`config.mk`:
```
export PLATFORM = sky130hd
export DESIGN_NAME = mic_top
export DESIGN_NICKNAME = d
export VERILOG_FILES = /design/src/hw/mic_pkg.sv /design/src/hw/mic_ctl_if.sv /design/src/hw/mic_engine_bank.sv /design/src/hw/mic_pin_drv.sv /design/src/hw/mic_top.sv
export VERILOG_INCLUDE_DIRS = /design/src /design/src/hw
export SDC_FILE = /design/constraint.sdc
export NUM_CORES = 1
export LEC_CHECK = 0
export ABC_CLOCK_PERIOD_IN_PS = 2350
export BUFFER_PORTS_ARGS = -buffer_cell sky130_fd_sc_hd__buf_2
export CAP_MARGIN = 30
export CORE_AREA = 2 2 189 191
export CTS_CLUSTER_DIAMETER = 30
export CTS_CLUSTER_SIZE = 28
export DETAILED_ROUTE_END_ITERATION = 16
export DIE_AREA = 0 0 191 193
export GPL_ROUTABILITY_DRIVEN = 0
export PLACE_DENSITY = 0.76
export SLEW_MARGIN = 10
export SYNTH_ARGS = -nofsm -noshare
export SYNTH_HDL_FRONTEND = slang
export SYNTH_HIERARCHICAL = 1
export SYNTH_SLANG_ARGS = --single-unit
```
`constraint.sdc`:
```
create_clock -name aclk -period 2.35 [get_ports aclk]
set_input_delay 0.3525 -clock aclk [delete_from_list [all_inputs] [get_ports aclk]]
set_output_delay 0.3525 -clock aclk [all_outputs]
set_load 0.005 [all_outputs]
```
`src/hw/mic_regs.svh`:
```
// Register indices, field positions, reset values and timing of the motion interrupt controller.
// Assumes a 250 MHz core clock; byte address of a register is four times its index.
`ifndef MIC_REGS_SVH
`define MIC_REGS_SVH

// -----------------------------------------------------------------
// Register indices (byte address = index * 4)
// -----------------------------------------------------------------
`define MIC_IDX_ENABLE 6'h10
`define MIC_IDX_STATUS 6'h11
`define MIC_IDX_IRQ_STAT 6'h12
`define MIC_IDX_IRQ_MASK 6'h13
`define MIC_IDX_ROUTE_A 6'h19
`define MIC_IDX_ROUTE_B 6'h1B
`define MIC_IDX_SRC_SEL 6'h1E
`define MIC_IDX_POLARITY 6'h20
`define MIC_IDX_HOLD 6'h21

// -----------------------------------------------------------------
// Fields and reset values
// -----------------------------------------------------------------
`define MIC_ENG_NDATA 0
`define MIC_ENG_ORIENT 5
`define MIC_ENG_FLAT 6
`define MIC_SRC_MASK 8'h9F
`define MIC_HOLD_MODE_MASK 8'h0F
`define MIC_HOLD_CLR_BIT 7
`define MIC_POL_A_BIT 0
`define MIC_POL_B_BIT 1
`define MIC_POL_MASK 8'h03
`define MIC_POL_RST 8'h03
`define MIC_RESP_OKAY 2'h0
`define MIC_RESP_SLVERR 2'h2

// -----------------------------------------------------------------
// Timing, in microseconds, and conversion to cycles
// -----------------------------------------------------------------
`define MIC_CLK_MHZ 250
`define MIC_US2CYC(us) (32'(64'(us) * 64'(`MIC_CLK_MHZ)))
`define MIC_T_250MS_US 250000
`define MIC_T_500MS_US 500000
`define MIC_T_1S_US 1000000
`define MIC_T_2S_US 2000000
`define MIC_T_4S_US 4000000
`define MIC_T_8S_US 8000000
`define MIC_T_250US_US 250
`define MIC_T_500US_US 500
`define MIC_T_1MS_US 1000
`define MIC_T_12MS5_US 12500
`define MIC_T_25MS_US 25000
`define MIC_T_50MS_US 50000
`define MIC_T_AUTO_CLR_US 12500
`define MIC_T_NDATA_LOW_US 50

`endif

```
`src/hw/mic_pkg.sv`:
```
// Types shared by the motion interrupt controller modules.
// Assumes mic_regs.svh is on the include path.
`include "mic_regs.svh"

package mic_pkg;

  typedef enum logic [1:0] {
    MIC_HK_NONLATCH = 2'b00,
    MIC_HK_TEMP = 2'b01,
    MIC_HK_LATCH = 2'b10
  } mic_hold_kind_t;

  // Hold-mode code to kind
  function automatic mic_hold_kind_t mic_hold_kind(input logic [3:0] code);
    case (code)
      4'h0, 4'h8: mic_hold_kind = MIC_HK_NONLATCH;
      4'h7, 4'hF: mic_hold_kind = MIC_HK_LATCH;
      default: mic_hold_kind = MIC_HK_TEMP;
    endcase
  endfunction

  typedef struct packed {
    logic [7:0] st;
    logic [7:0][31:0] cnt;
  } mic_bank_state_t;

  typedef struct packed {
    logic pin_a;
    logic pin_b;
  } mic_pin_state_t;

  typedef struct packed {
    logic aw_held;
    logic [5:0] aw_idx;
    logic w_held;
    logic [7:0] w_data;
    logic w_lane0;
    logic bvalid;
    logic [1:0] bresp;
    logic rvalid;
    logic [7:0] rdata;
    logic [1:0] rresp;
    logic [7:0] route_a;
    logic [7:0] route_b;
    logic [7:0] src;
    logic [7:0] pol;
    logic [3:0] mode;
    logic clr_latch;
    logic [7:0] en;
    logic [7:0] irq_stat;
    logic [7:0] irq_mask;
    logic [7:0] prev;
    logic irq;
  } mic_top_state_t;

endpackage

```
`src/hw/mic_ctl_if.sv`:
```
// Control and status bundle between the controller top, the engine bank and the pin driver.
// Assumes all parties run on the same clock.
`timescale 1ns/1ps
`default_nettype none

interface mic_ctl_if;
  import mic_pkg::*;
  logic [7:0] en;
  logic [7:0] cond;
  logic update;
  logic acq_start;
  mic_hold_kind_t hold_kind;
  logic [31:0] tmo_cyc;
  logic clr_latch;
  logic [7:0] status;
  logic [7:0] route_a;
  logic [7:0] route_b;
  logic pol_a;
  logic pol_b;
  logic pin_a;
  logic pin_b;

  modport top (output en, cond, update, acq_start, hold_kind, tmo_cyc, clr_latch,
               route_a, route_b, pol_a, pol_b, input status, pin_a, pin_b);
  modport bank (input en, cond, update, acq_start, hold_kind, tmo_cyc, clr_latch, output status);
  modport pins (input status, route_a, route_b, pol_a, pol_b, output pin_a, pin_b);
endinterface

`default_nettype wire

```
`src/hw/mic_engine_bank.sv`:
```
// Status bits and hold timers of the eight interrupt engines.
// Assumes cond is the engines' activation level and update pulses once per stored sample.
`timescale 1ns/1ps
`default_nettype none

`include "mic_regs.svh"

module mic_engine_bank
  import mic_pkg::*;
#(
  parameter logic [31:0] AUTO_CLR_CYC = `MIC_US2CYC(`MIC_T_AUTO_CLR_US),
  parameter logic [31:0] ND_LOW_CYC = `MIC_US2CYC(`MIC_T_NDATA_LOW_US)
) (
  input wire logic aclk, // Core clock
  input wire logic aresetn, // Synchronous reset, active low
  mic_ctl_if.bank ctl // Configuration in, status out
);

  mic_bank_state_t s_r;
  mic_bank_state_t s_nxt;

  always_comb begin
    logic timed;
    logic fixed;
    timed = 1'b0;
    fixed = 1'b0;
    s_nxt = s_r;
    for (int i = 0; i < 8; i++) begin
      fixed = (i == `MIC_ENG_ORIENT) || (i == `MIC_ENG_FLAT);
      timed = fixed || (ctl.hold_kind == MIC_HK_TEMP);
      if (!ctl.en[i]) begin
        s_nxt.st[i] = 1'b0;
        s_nxt.cnt[i] = '0;
      end else if (i == `MIC_ENG_NDATA) begin
        if (s_r.cnt[i] != '0) begin
          s_nxt.cnt[i] = s_r.cnt[i] - 32'h1;
        end
        if (ctl.acq_start && s_r.st[i]) begin
          s_nxt.st[i] = 1'b0;
          s_nxt.cnt[i] = ND_LOW_CYC; // Guard keeps status low for the minimum time
        end else if (ctl.update && ctl.cond[i] && (s_r.cnt[i] == '0)) begin
          s_nxt.st[i] = 1'b1;
        end
      end else begin
        if (s_r.st[i] && (s_r.cnt[i] != '0)) begin
          s_nxt.cnt[i] = s_r.cnt[i] - 32'h1;
        end
        if (timed) begin
          // Expired hold still waits for the condition to drop
          if (s_r.st[i] && (s_r.cnt[i] == '0) && !ctl.cond[i]) begin
            s_nxt.st[i] = 1'b0;
          end
        end else if (ctl.hold_kind == MIC_HK_NONLATCH) begin
          if (ctl.update && !ctl.cond[i]) begin
            s_nxt.st[i] = 1'b0;
          end
        end else if (ctl.clr_latch) begin
          s_nxt.st[i] = 1'b0;
        end
        // Set after clears, so a new event wins over a clear
        if (ctl.update && ctl.cond[i]) begin
          s_nxt.st[i] = 1'b1;
          if (!s_r.st[i]) begin
            s_nxt.cnt[i] = fixed ? AUTO_CLR_CYC : ctl.tmo_cyc;
          end
        end
      end
    end
  end

  always_ff @(posedge aclk) begin
    if (!aresetn) begin
      s_r <= '0;
    end else begin
      s_r <= s_nxt;
    end
  end

  assign ctl.status = s_r.st;

endmodule

`default_nettype wire

```
`src/hw/mic_pin_drv.sv`:
```
// Routing OR and polarity of the two interrupt pins, registered.
// Assumes push-pull pins; idle level is the inverse of the polarity bit.
`timescale 1ns/1ps
`default_nettype none

module mic_pin_drv
  import mic_pkg::*;
(
  input wire logic aclk, // Core clock
  input wire logic aresetn, // Synchronous reset, active low
  mic_ctl_if.pins ctl // Status and routing in, pins out
);

  mic_pin_state_t s_r;
  mic_pin_state_t s_nxt;

  always_comb begin
    s_nxt.pin_a = (|(ctl.status & ctl.route_a)) ~^ ctl.pol_a;
    s_nxt.pin_b = (|(ctl.status & ctl.route_b)) ~^ ctl.pol_b;
  end

  always_ff @(posedge aclk) begin
    if (!aresetn) begin
      s_r <= '0;
    end else begin
      s_r <= s_nxt;
    end
  end

  assign ctl.pin_a = s_r.pin_a;
  assign ctl.pin_b = s_r.pin_b;

endmodule

`default_nettype wire

```
`src/hw/mic_top.sv`:
```
// Motion interrupt controller: AXI4-Lite register file, eight engines, two interrupt pins.
// Assumes detection engines outside drive engine_cond, and the sample path pulses
// accel_update when a new acceleration word is stored and acq_start when acquisition begins.
//
// Functional notes
// - Eight interrupt engines, each enabled on its own; one hold code is shared by all.
// - Enabled engine's condition true sets its status and drives its routed pins.
// - Two pins; each is the OR of every engine routed to it.
// - Status is set only when a new acceleration word is stored.
// - Disabling an engine clears its status at once.
// - One four-bit hold code for all: 0/8 non-latched, 7/F latched, others temporary.
// - Temporary mode clears after the hold time the code selects.
// - An interrupt stays asserted while its condition holds, in non-latched and temporary modes.
// - Non-latched status drops on the first update after the condition ends.
// - Orientation and flat engines clear after their own fixed time.
// - Latched status holds until software writes the clear bit.
// - Latched interrupt cleared under a live condition re-asserts on next update.
// - Data, tap, slow-motion, slope and low-g engines choose filtered or unfiltered input.
// - Orientation and flat engines always take filtered input.
// - One routing register for pin A, another for pin B; one connects.
// - Each pin's polarity bit: one active high, zero active low.
// - New-data asserts on a stored sample, clears at next acquisition, low 50us minimum.
//
// Decided for this implementation: register access over AXI4-Lite.
`timescale 1ns/1ps
`default_nettype none

`include "mic_regs.svh"

module mic_top
  import mic_pkg::*;
#(
  parameter int unsigned HOLD_CYC [16] = '{
    32'd0,
    `MIC_US2CYC(`MIC_T_250MS_US),
    `MIC_US2CYC(`MIC_T_500MS_US),
    `MIC_US2CYC(`MIC_T_1S_US),
    `MIC_US2CYC(`MIC_T_2S_US),
    `MIC_US2CYC(`MIC_T_4S_US),
    `MIC_US2CYC(`MIC_T_8S_US),
    32'd0,
    32'd0,
    `MIC_US2CYC(`MIC_T_250US_US),
    `MIC_US2CYC(`MIC_T_500US_US),
    `MIC_US2CYC(`MIC_T_1MS_US),
    `MIC_US2CYC(`MIC_T_12MS5_US),
    `MIC_US2CYC(`MIC_T_25MS_US),
    `MIC_US2CYC(`MIC_T_50MS_US),
    32'd0
  },
  parameter logic [31:0] AUTO_CLR_CYC = `MIC_US2CYC(`MIC_T_AUTO_CLR_US),
  parameter logic [31:0] ND_LOW_CYC = `MIC_US2CYC(`MIC_T_NDATA_LOW_US)
) (
  input wire logic aclk, // Core clock, 250 MHz
  input wire logic aresetn, // Synchronous reset, active low
  input wire logic [7:0] s_axi_awaddr, // Write address
  input wire logic s_axi_awvalid, // Write address valid
  output logic s_axi_awready, // Write address ready
  input wire logic [31:0] s_axi_wdata, // Write data
  input wire logic [3:0] s_axi_wstrb, // Write byte strobes
  input wire logic s_axi_wvalid, // Write data valid
  output logic s_axi_wready, // Write data ready
  output logic [1:0] s_axi_bresp, // Write response
  output logic s_axi_bvalid, // Write response valid
  input wire logic s_axi_bready, // Write response ready
  input wire logic [7:0] s_axi_araddr, // Read address
  input wire logic s_axi_arvalid, // Read address valid
  output logic s_axi_arready, // Read address ready
  output logic [31:0] s_axi_rdata, // Read data
  output logic [1:0] s_axi_rresp, // Read response
  output logic s_axi_rvalid, // Read data valid
  input wire logic s_axi_rready, // Read data ready
  input wire logic [7:0] engine_cond, // Activation level per engine
  input wire logic accel_update, // Pulse: new acceleration word stored
  input wire logic acq_start, // Pulse: next acquisition cycle starts
  output logic [7:0] engine_src_unfilt, // Per engine: 1 = unfiltered input
  output logic first_irq_pin, // Interrupt pin A
  output logic second_irq_pin, // Interrupt pin B
  output logic irq // Level interrupt to the local CPU
);

  // -----------------------------------------------------------------
  // Shared bundle and submodules
  // -----------------------------------------------------------------
  mic_ctl_if ctl ();

  mic_engine_bank #(
    .AUTO_CLR_CYC(AUTO_CLR_CYC),
    .ND_LOW_CYC(ND_LOW_CYC)
  ) u_bank (
    .aclk(aclk),
    .aresetn(aresetn),
    .ctl(ctl.bank)
  );

  mic_pin_drv u_pins (
    .aclk(aclk),
    .aresetn(aresetn),
    .ctl(ctl.pins)
  );

  // -----------------------------------------------------------------
  // Register index decode
  // -----------------------------------------------------------------
  function automatic logic reg_known(input logic [5:0] idx);
    case (idx)
      `MIC_IDX_ENABLE,
      `MIC_IDX_STATUS,
      `MIC_IDX_IRQ_STAT,
      `MIC_IDX_IRQ_MASK,
      `MIC_IDX_ROUTE_A,
      `MIC_IDX_ROUTE_B,
      `MIC_IDX_SRC_SEL,
      `MIC_IDX_POLARITY,
      `MIC_IDX_HOLD: reg_known = 1'b1;
      default: reg_known = 1'b0;
    endcase
  endfunction

  // -----------------------------------------------------------------
  // State
  // -----------------------------------------------------------------
  mic_top_state_t s_r;
  mic_top_state_t s_nxt;

  always_comb begin
    logic [7:0] w1c;
    logic [7:0] rise;
    logic [7:0] rd;
    logic [5:0] ridx;
    w1c = 8'h00;
    rise = 8'h00;
    rd = 8'h00;
    ridx = s_axi_araddr[7:2];
    s_nxt = s_r;
    s_nxt.clr_latch = 1'b0;

    // Write address and data are taken independently, in either order
    if (s_axi_awvalid && !s_r.aw_held) begin
      s_nxt.aw_held = 1'b1;
      s_nxt.aw_idx = s_axi_awaddr[7:2];
    end
    if (s_axi_wvalid && !s_r.w_held) begin
      s_nxt.w_held = 1'b1;
      s_nxt.w_data = s_axi_wdata[7:0];
      s_nxt.w_lane0 = s_axi_wstrb[0];
    end
    if (s_r.bvalid && s_axi_bready) begin
      s_nxt.bvalid = 1'b0;
    end

    // Commit once both halves are held and the previous response is gone
    if (s_r.aw_held && s_r.w_held && !s_r.bvalid) begin
      s_nxt.aw_held = 1'b0;
      s_nxt.w_held = 1'b0;
      s_nxt.bvalid = 1'b1;
      s_nxt.bresp = reg_known(s_r.aw_idx) ? `MIC_RESP_OKAY : `MIC_RESP_SLVERR;
      if (s_r.w_lane0) begin
        case (s_r.aw_idx)
          `MIC_IDX_ENABLE: begin
            s_nxt.en = s_r.w_data;
          end
          `MIC_IDX_IRQ_STAT: begin
            w1c = s_r.w_data;
          end
          `MIC_IDX_IRQ_MASK: begin
            s_nxt.irq_mask = s_r.w_data;
          end
          `MIC_IDX_ROUTE_A: begin
            s_nxt.route_a = s_r.w_data;
          end
          `MIC_IDX_ROUTE_B: begin
            s_nxt.route_b = s_r.w_data;
          end
          `MIC_IDX_SRC_SEL: begin
            // Orientation and flat bits cannot be set
            s_nxt.src = s_r.w_data & `MIC_SRC_MASK;
          end
          `MIC_IDX_POLARITY: begin
            s_nxt.pol = s_r.w_data & `MIC_POL_MASK;
          end
          `MIC_IDX_HOLD: begin
            s_nxt.mode = s_r.w_data[3:0];
            s_nxt.clr_latch = s_r.w_data[`MIC_HOLD_CLR_BIT];
          end
          default: begin
          end
        endcase
      end
    end

    // Sticky event bits; a rising edge in the clear cycle survives
    rise = ctl.status & ~s_r.prev;
    s_nxt.prev = ctl.status;
    s_nxt.irq_stat = (s_r.irq_stat & ~w1c) | rise;
    s_nxt.irq = |(s_nxt.irq_stat & s_nxt.irq_mask);

    // Read channel: one read outstanding, answered the cycle after it is taken
    if (s_r.rvalid && s_axi_rready) begin
      s_nxt.rvalid = 1'b0;
    end
    if (s_axi_arvalid && !s_r.rvalid) begin
      case (ridx)
        `MIC_IDX_ENABLE: rd = s_r.en;
        `MIC_IDX_STATUS: rd = ctl.status;
        `MIC_IDX_IRQ_STAT: rd = s_r.irq_stat;
        `MIC_IDX_IRQ_MASK: rd = s_r.irq_mask;
        `MIC_IDX_ROUTE_A: rd = s_r.route_a;
        `MIC_IDX_ROUTE_B: rd = s_r.route_b;
        `MIC_IDX_SRC_SEL: rd = s_r.src;
        `MIC_IDX_POLARITY: rd = s_r.pol;
        // Clear bit is a strobe and reads as zero
        `MIC_IDX_HOLD: rd = {4'h0, s_r.mode};
        default: rd = 8'h00;
      endcase
      s_nxt.rvalid = 1'b1;
      s_nxt.rdata = rd;
      s_nxt.rresp = reg_known(ridx) ? `MIC_RESP_OKAY : `MIC_RESP_SLVERR;
    end
  end

  always_ff @(posedge aclk) begin
    if (!aresetn) begin
      s_r <= '0;
      s_r.pol <= `MIC_POL_RST;
    end else begin
      s_r <= s_nxt;
    end
  end

  // -----------------------------------------------------------------
  // Bundle drive
  // -----------------------------------------------------------------
  assign ctl.en = s_r.en;
  assign ctl.cond = engine_cond;
  assign ctl.update = accel_update;
  assign ctl.acq_start = acq_start;
  assign ctl.hold_kind = mic_hold_kind(s_r.mode);
  // Non-temporary codes map to zero, and that zero is still loaded into an engine's timer when it sets
  assign ctl.tmo_cyc = HOLD_CYC[s_r.mode];
  assign ctl.clr_latch = s_r.clr_latch;
  assign ctl.route_a = s_r.route_a;
  assign ctl.route_b = s_r.route_b;
  assign ctl.pol_a = s_r.pol[`MIC_POL_A_BIT];
  assign ctl.pol_b = s_r.pol[`MIC_POL_B_BIT];

  // -----------------------------------------------------------------
  // Outputs
  // -----------------------------------------------------------------
  assign s_axi_awready = !s_r.aw_held;
  assign s_axi_wready = !s_r.w_held;
  assign s_axi_bvalid = s_r.bvalid;
  assign s_axi_bresp = s_r.bresp;
  assign s_axi_arready = !s_r.rvalid;
  assign s_axi_rvalid = s_r.rvalid;
  assign s_axi_rdata = {24'h000000, s_r.rdata};
  assign s_axi_rresp = s_r.rresp;
  assign engine_src_unfilt = s_r.src;
  assign first_irq_pin = ctl.pin_a;
  assign second_irq_pin = ctl.pin_b;
  assign irq = s_r.irq;

endmodule

`default_nettype wire

```
; ---- After elaboration in Yosys (flattened, before gate mapping)
; Memory sizes are Yosys's and may differ from the RTL's.
; Index checks and enable logic that the tools add are counted.
[totals]
reg_bits = 359
romBits = 512
out_inout_bits = 52
word_cells = 279
n_memories = 1
[op_classes]
n_addsub = 8
n_lt_le_gt_ge = 1
eq_ne = 32
muxes = 73
bitwise_logic = 13
reduce_logical = 111
[mem_list]
columns = memory, words, word_bits, read_ports, rd_ports_with_merged_regs, wr, line
row1 = (name not given), 16, 32, 1, 0, 0, mic_top.sv:240  ; assign ctl.tmo_cyc = HOLD_CYC[s_r.mode];
[ops]
columns = operator, count
row1 = $mux W32, 23
row2 = $logic_not A32 Y1, 8
row3 = $reduce_bool A32 Y1, 8
row4 = $sub A32 B1 Y32 const B, 8
row5 = $eq A6 B5 Y1 const B, 14
row6 = $pmux W8 S9, 1
row7 = $mux W8, 6
row8 = $logic_and A1 B1 Y1, 43
row9 = $and A8 B8 Y8, 5
row10 = $mux W1, 36
row11 = $reduce_and A3 Y1, 11
row12 = $mux W14, 2
row13 = $eq A6 B6 Y1 const B, 4
row14 = $reduce_or A8 Y1, 3
row15 = $reduce_bool A4 Y1, 5
row16 = $reduce_or A9 Y1, 2
row17 = $not A8 Y8, 2
row18 = $reduce_and A2 Y1, 8
row19 = $ne A3 B3 Y1 const B, 5
row20 = $ne A4 B3 Y1 const B, 3
row21 = $logic_not A1 Y1, 11
row22 = $mux W11, 1
row23 = $reduce_bool A2 Y1, 5
row24 = $eq A4 B4 Y1 const B, 2
row25 = other kinds (16), 22

; ---- Longest topological paths before layout
[depth]
depth_word = 9
depth_mapped = 11
depth_no_buf = 10

; ---- Cells and area by module
; The synthesis kept the hierarchy.
[modules_own_cells]
columns = mod, instances, cells_each, area_each_um2
row1 = mic_engine_bank, 1, 1745, 14132.3
row2 = mic_top, 1, 577, 4967.3
row3 = mic_pin_drv, 1, 18, 157.7

; ---- Least setup slack after synthesis
; OpenSTA, ideal clock, no wires.
[synth_timing]
kind = reg2reg
start = register u_bank/s_r[102] (netlist bit)
end = register u_bank/s_r[125] (netlist bit)
t_arrival_ns = 2.425
setup_slack_ns = -0.149
stages_incl_launch_ff = 7
cell_sequence = dfxtp_1 or4_4 or4b_4 buf_6 or4_4 or3_1 a31oi_1
[synth_between]
elab_chain_cells = 5
word_cells_on_any_way = 6
cone_classes = 1 x add/sub / 3 x mux / 2 x reduce/logical
[synth_lines]
columns = item, line
row1 = start: declaration, mic_engine_bank.sv:19  ; mic_bank_state_t s_r;
row2 = start signal: assignment, mic_engine_bank.sv:75  ; s_r <= s_nxt;
row3 = branches (longest 2 deep; another with $sub A32 B1 Y32), -
row4 = $mux W32 *, mic_engine_bank.sv:45  ; if (s_r.st[i] && (s_r.cnt[i] != '0)) begin
row5 = $mux W32, mic_engine_bank.sv:63  ; if (!s_r.st[i]) begin
row6 = $mux W32 *, mic_engine_bank.sv:61  ; if (ctl.update && ctl.cond[i]) begin
; Mark *: on every way between the ends.
; A chain may end at the register's enable or synchronous reset.

; ---- Worst setup path in the final report
[layout_timing]
start = register u_bank/s_r[102] (netlist bit)
end = register u_bank/s_r[111] (netlist bit)
; The elaborated chain is that of the path after synthesis.

==> flow_summary_export.csv <==
group,metric,value,unit
placement,dpl.hpwl,35.3,mm
floorplan,num_rows,69,
global_routing,grtUsageTotal,28.9,%
logic_synthesis,ys_ff_latch,357,
detailed_routing,drt_wl_total,55.3,mm
placement,place_area,20800,um2
detailed_routing,drtIter0Drc,1687,
sta,worst_slew_pin_slew,0.874,ns
cells_and_area,area_growth,24.3,%
cts,clock_sinks,357,
logic_synthesis,synth_cell_type_count,80,
run_status,outcome,"complete, but fails checks",
hold_path,hold_end,"s_r[88]",
placement,post-place-ws,-0.0585,ns
worst_setup_path,crit_type,"reg2reg",
global_routing,antenna_found_initial,1,
sta,slew_headroom,41.2,%
worst_setup_path,cp.required,2.81,ns
worst_setup_path,end_kind,"flop",
sta,rsz0062_at_grt,"yes",
logic_synthesis,netlist_area,19300,um2
worst_setup_path,arrival,2.87,ns
sta,fin_skew,0.0260,ns
floorplan,core_area,35000,um2
sta,finalHoldViolations,0,
global_routing,grt_pass1_vias,17600,
floorplan,start_util,55.1,%
worst_setup_path,worstPathMaxFanout,4,
global_routing,grt-ovfl-total,0,
logic_synthesis,yosysWarnings,6,
cts,htree_levels,3,
sta,setup_violations,5,
floorplan,dieWidth,191,um
logic_synthesis,synth_ff_type,"dfxtp_1",
logic_synthesis,yosysSeqAreaShare,37.1,%
run_status,violations,"setup timing",
detailed_routing,wl_per_cell,18.0,um
global_routing,grt_pass1_wl,87.0,mm
detailed_routing,ant_nets,0,
cells_and_area,layout-drive-gt1-share,20.0,%
logic_synthesis,synth-edff-count,0,
flow_run,maxCapViolations,0,
sta,fin_ws,-0.0589,ns
cts,clockBufferDepth,3,
hold_path,hp-class,"in2reg",
power_and_ir_drop,peakVddDrop,0.000952,V
cts,numCtsBuffers,80,
logic_synthesis,syn_inst,2340,
detailed_routing,drc_errors,0,
cts,clk_latency,0.58,ns
global_routing,grt_max_degree,62,
detailed_routing,vias,18600,
cells_and_area,final_cell_mix,"dfxtp_1, a21oi_1, buf_4",
detailed_routing,first_pass_iters,6,
cells_and_area,final_common_cell,"dfxtp_1",
cts,clkTransAtPathRegs,0.05,ns
power_and_ir_drop,pwr_density_cell,732,nW/um2
floorplan,die-area,36900,um2
placement,port-buffer-count,61,
hold_path,min_path_cells,3,
worst_setup_path,ff2ff_path_depth,7,
sta,drv_slew,0,
floorplan,io_pins,121,
sta,min_period,2.41,ns
sta,max_freq,415,MHz
cells_and_area,final_nets,2634,
sta,finalCritPeriodShare,103,%
worst_setup_path,r2r-start,"u_bank/s_r[102]",
sta,tns,-0.149,ns
worst_setup_path,start_kind,"flop",
power_and_ir_drop,p_leak,0.00889,uW
worst_setup_path,r2r_end,"u_bank/s_r[111]",
logic_synthesis,async_reset_ff_share,0,%
worst_setup_path,r2r_slack,-0.06,ns
cells_and_area,final_cell_area,23900,um2
floorplan,fp.dieH,193,um
cts,clockRootBuffer,"clkbuf_16",
hold_path,holdCritStartpoint,"s_axi_wdata[3]",
cts,cts_tree,"yes",
logic_synthesis,avgSynthCellArea,8.23,um2
detailed_routing,via_per_inst,6.06,
flip-flops by register name, summed over array words and instances (netlist names), 6 cells and up:
register	count
u_bank/s_r	256
s_r	45
ctl.en	8
ctl.route_a	8
ctl.route_b	8
s_axi_rdata	8
u_bank/ctl.status	8
engine_src_unfilt	6
per-stage QoR:
stage | hold WS (ns) | total power [uW] | instances | utilization, %
6_report | 0.0178 | 17500 | 3068 | 68.5
3_3_place_gp | 0.452 | 6650 | 2908 | 59.5
3_5_place_dp | 0.458 | 6660 | 2908 | 59.5
4_1_cts | 0.00303 | 17600 | 3056 | 67.3
2_1_floorplan | 0.433 | 6560 | 2382 | -
5_1_grt | 0.0252 | 18000 | 3067 | 68.5
cells in the mapped netlist, types with 59 or more instances:
library cell / n / area share, %
nor2b_1: 66 / 2.1
o21ai_0: 189 / 4.9
clkbuf_1: 114 / 2.2
nor3_1: 87 / 2.3
dfxtp_1: 357 / 37
nand3_1: 59 / 1.5
nor4_1: 90 / 2.9
nor2_1: 174 / 3.4
xor2_1: 84 / 3.8
nand2_1: 164 / 3.2
xnor2_1: 123 / 5.6
a21oi_1: 205 / 5.3
area by class of cell:
| cell class | instances | area, um2 |
|---|---|---|
| multi-input combinational | 1807 | 11600 |
| inverter | 37 | 139 |
| antenna | 1 | 2.50 |
| tap | 461 | 577 |
| clock inverter | 40 | 454 |
| sequential | 357 | 7160 |
| clock buffer | 106 | 2210 |
| timing repair buffer | 259 | 1830 |
| fill | 2638 | 11000 |
where the power goes:
group          internal (uW)  switching, uW
combinational            158            271
clock                   7450           3500
sequential              6110           30.2
total                  13700           3800
worst max-delay path: stages (launching register included):
cell	delay [ns]
dfxtp_1	0.30
or4_4	0.54
or4b_4	0.56
buf_6	0.15
or4_4	0.43
nor2_4	0.14
xnor2_2	0.11
a21oi_1	0.07
logic make-up (layout without fill, tap and decap cells):
group / count (synthesis) / count (layout) / share of synthesized area [%]
adders and majority gates: 23 / 23 / 1.49
muxes: 69 / 69 / 4.09
and+or+nand+nor: 909 / 909 / 25.5
other: 1 / 44 / 0.0195
AOI/OAI and AO/OA: 556 / 556 / 16.8
buffers and inverters: 218 / 442 / 5.64
DFF: 357 / 357 / 37.1
xor gates and xnor gates: 207 / 207 / 9.41
worst max-delay path by stage:
stage                     from               to  slack (ns)  depth (start not counted)
6_report       u_bank/s_r[102]  u_bank/s_r[111]       -0.06                          7
5_1_grt        u_bank/s_r[102]  u_bank/s_r[111]       -0.12                          7
4_1_cts        u_bank/s_r[104]  u_bank/s_r[125]       -0.05                          5
3_5_place_dp   u_bank/s_r[104]   u_bank/s_r[97]       -0.06                          8
3_3_place_gp    u_bank/s_r[93]   u_bank/s_r[74]       -0.06                          6
2_1_floorplan  u_bank/s_r[104]  u_bank/s_r[125]        -0.1                          6
metal layers:
metal / track usage [%] / up-vias / share of wire (%)
li1: - / 8778 / -
met1: 35.3 / 8774 / 40
met2: 48.7 / 833 / 47
met3: 5.52 / 213 / 7.8
met4: 15.0 / 0 / 4.7
met5: 0 / - / 0
timing repair:
action | CTS | global route
pin swaps | 5 | 32
hold buffers | 1 | 0
gates cloned | 0 | 0
buffers inserted | 1 | 12
hold endpoints to repair | 1 | 0
setup endpoints to repair | 27 | 94
gates resized for setup | 10 | 61
Power figures use the tool's default switching activity.
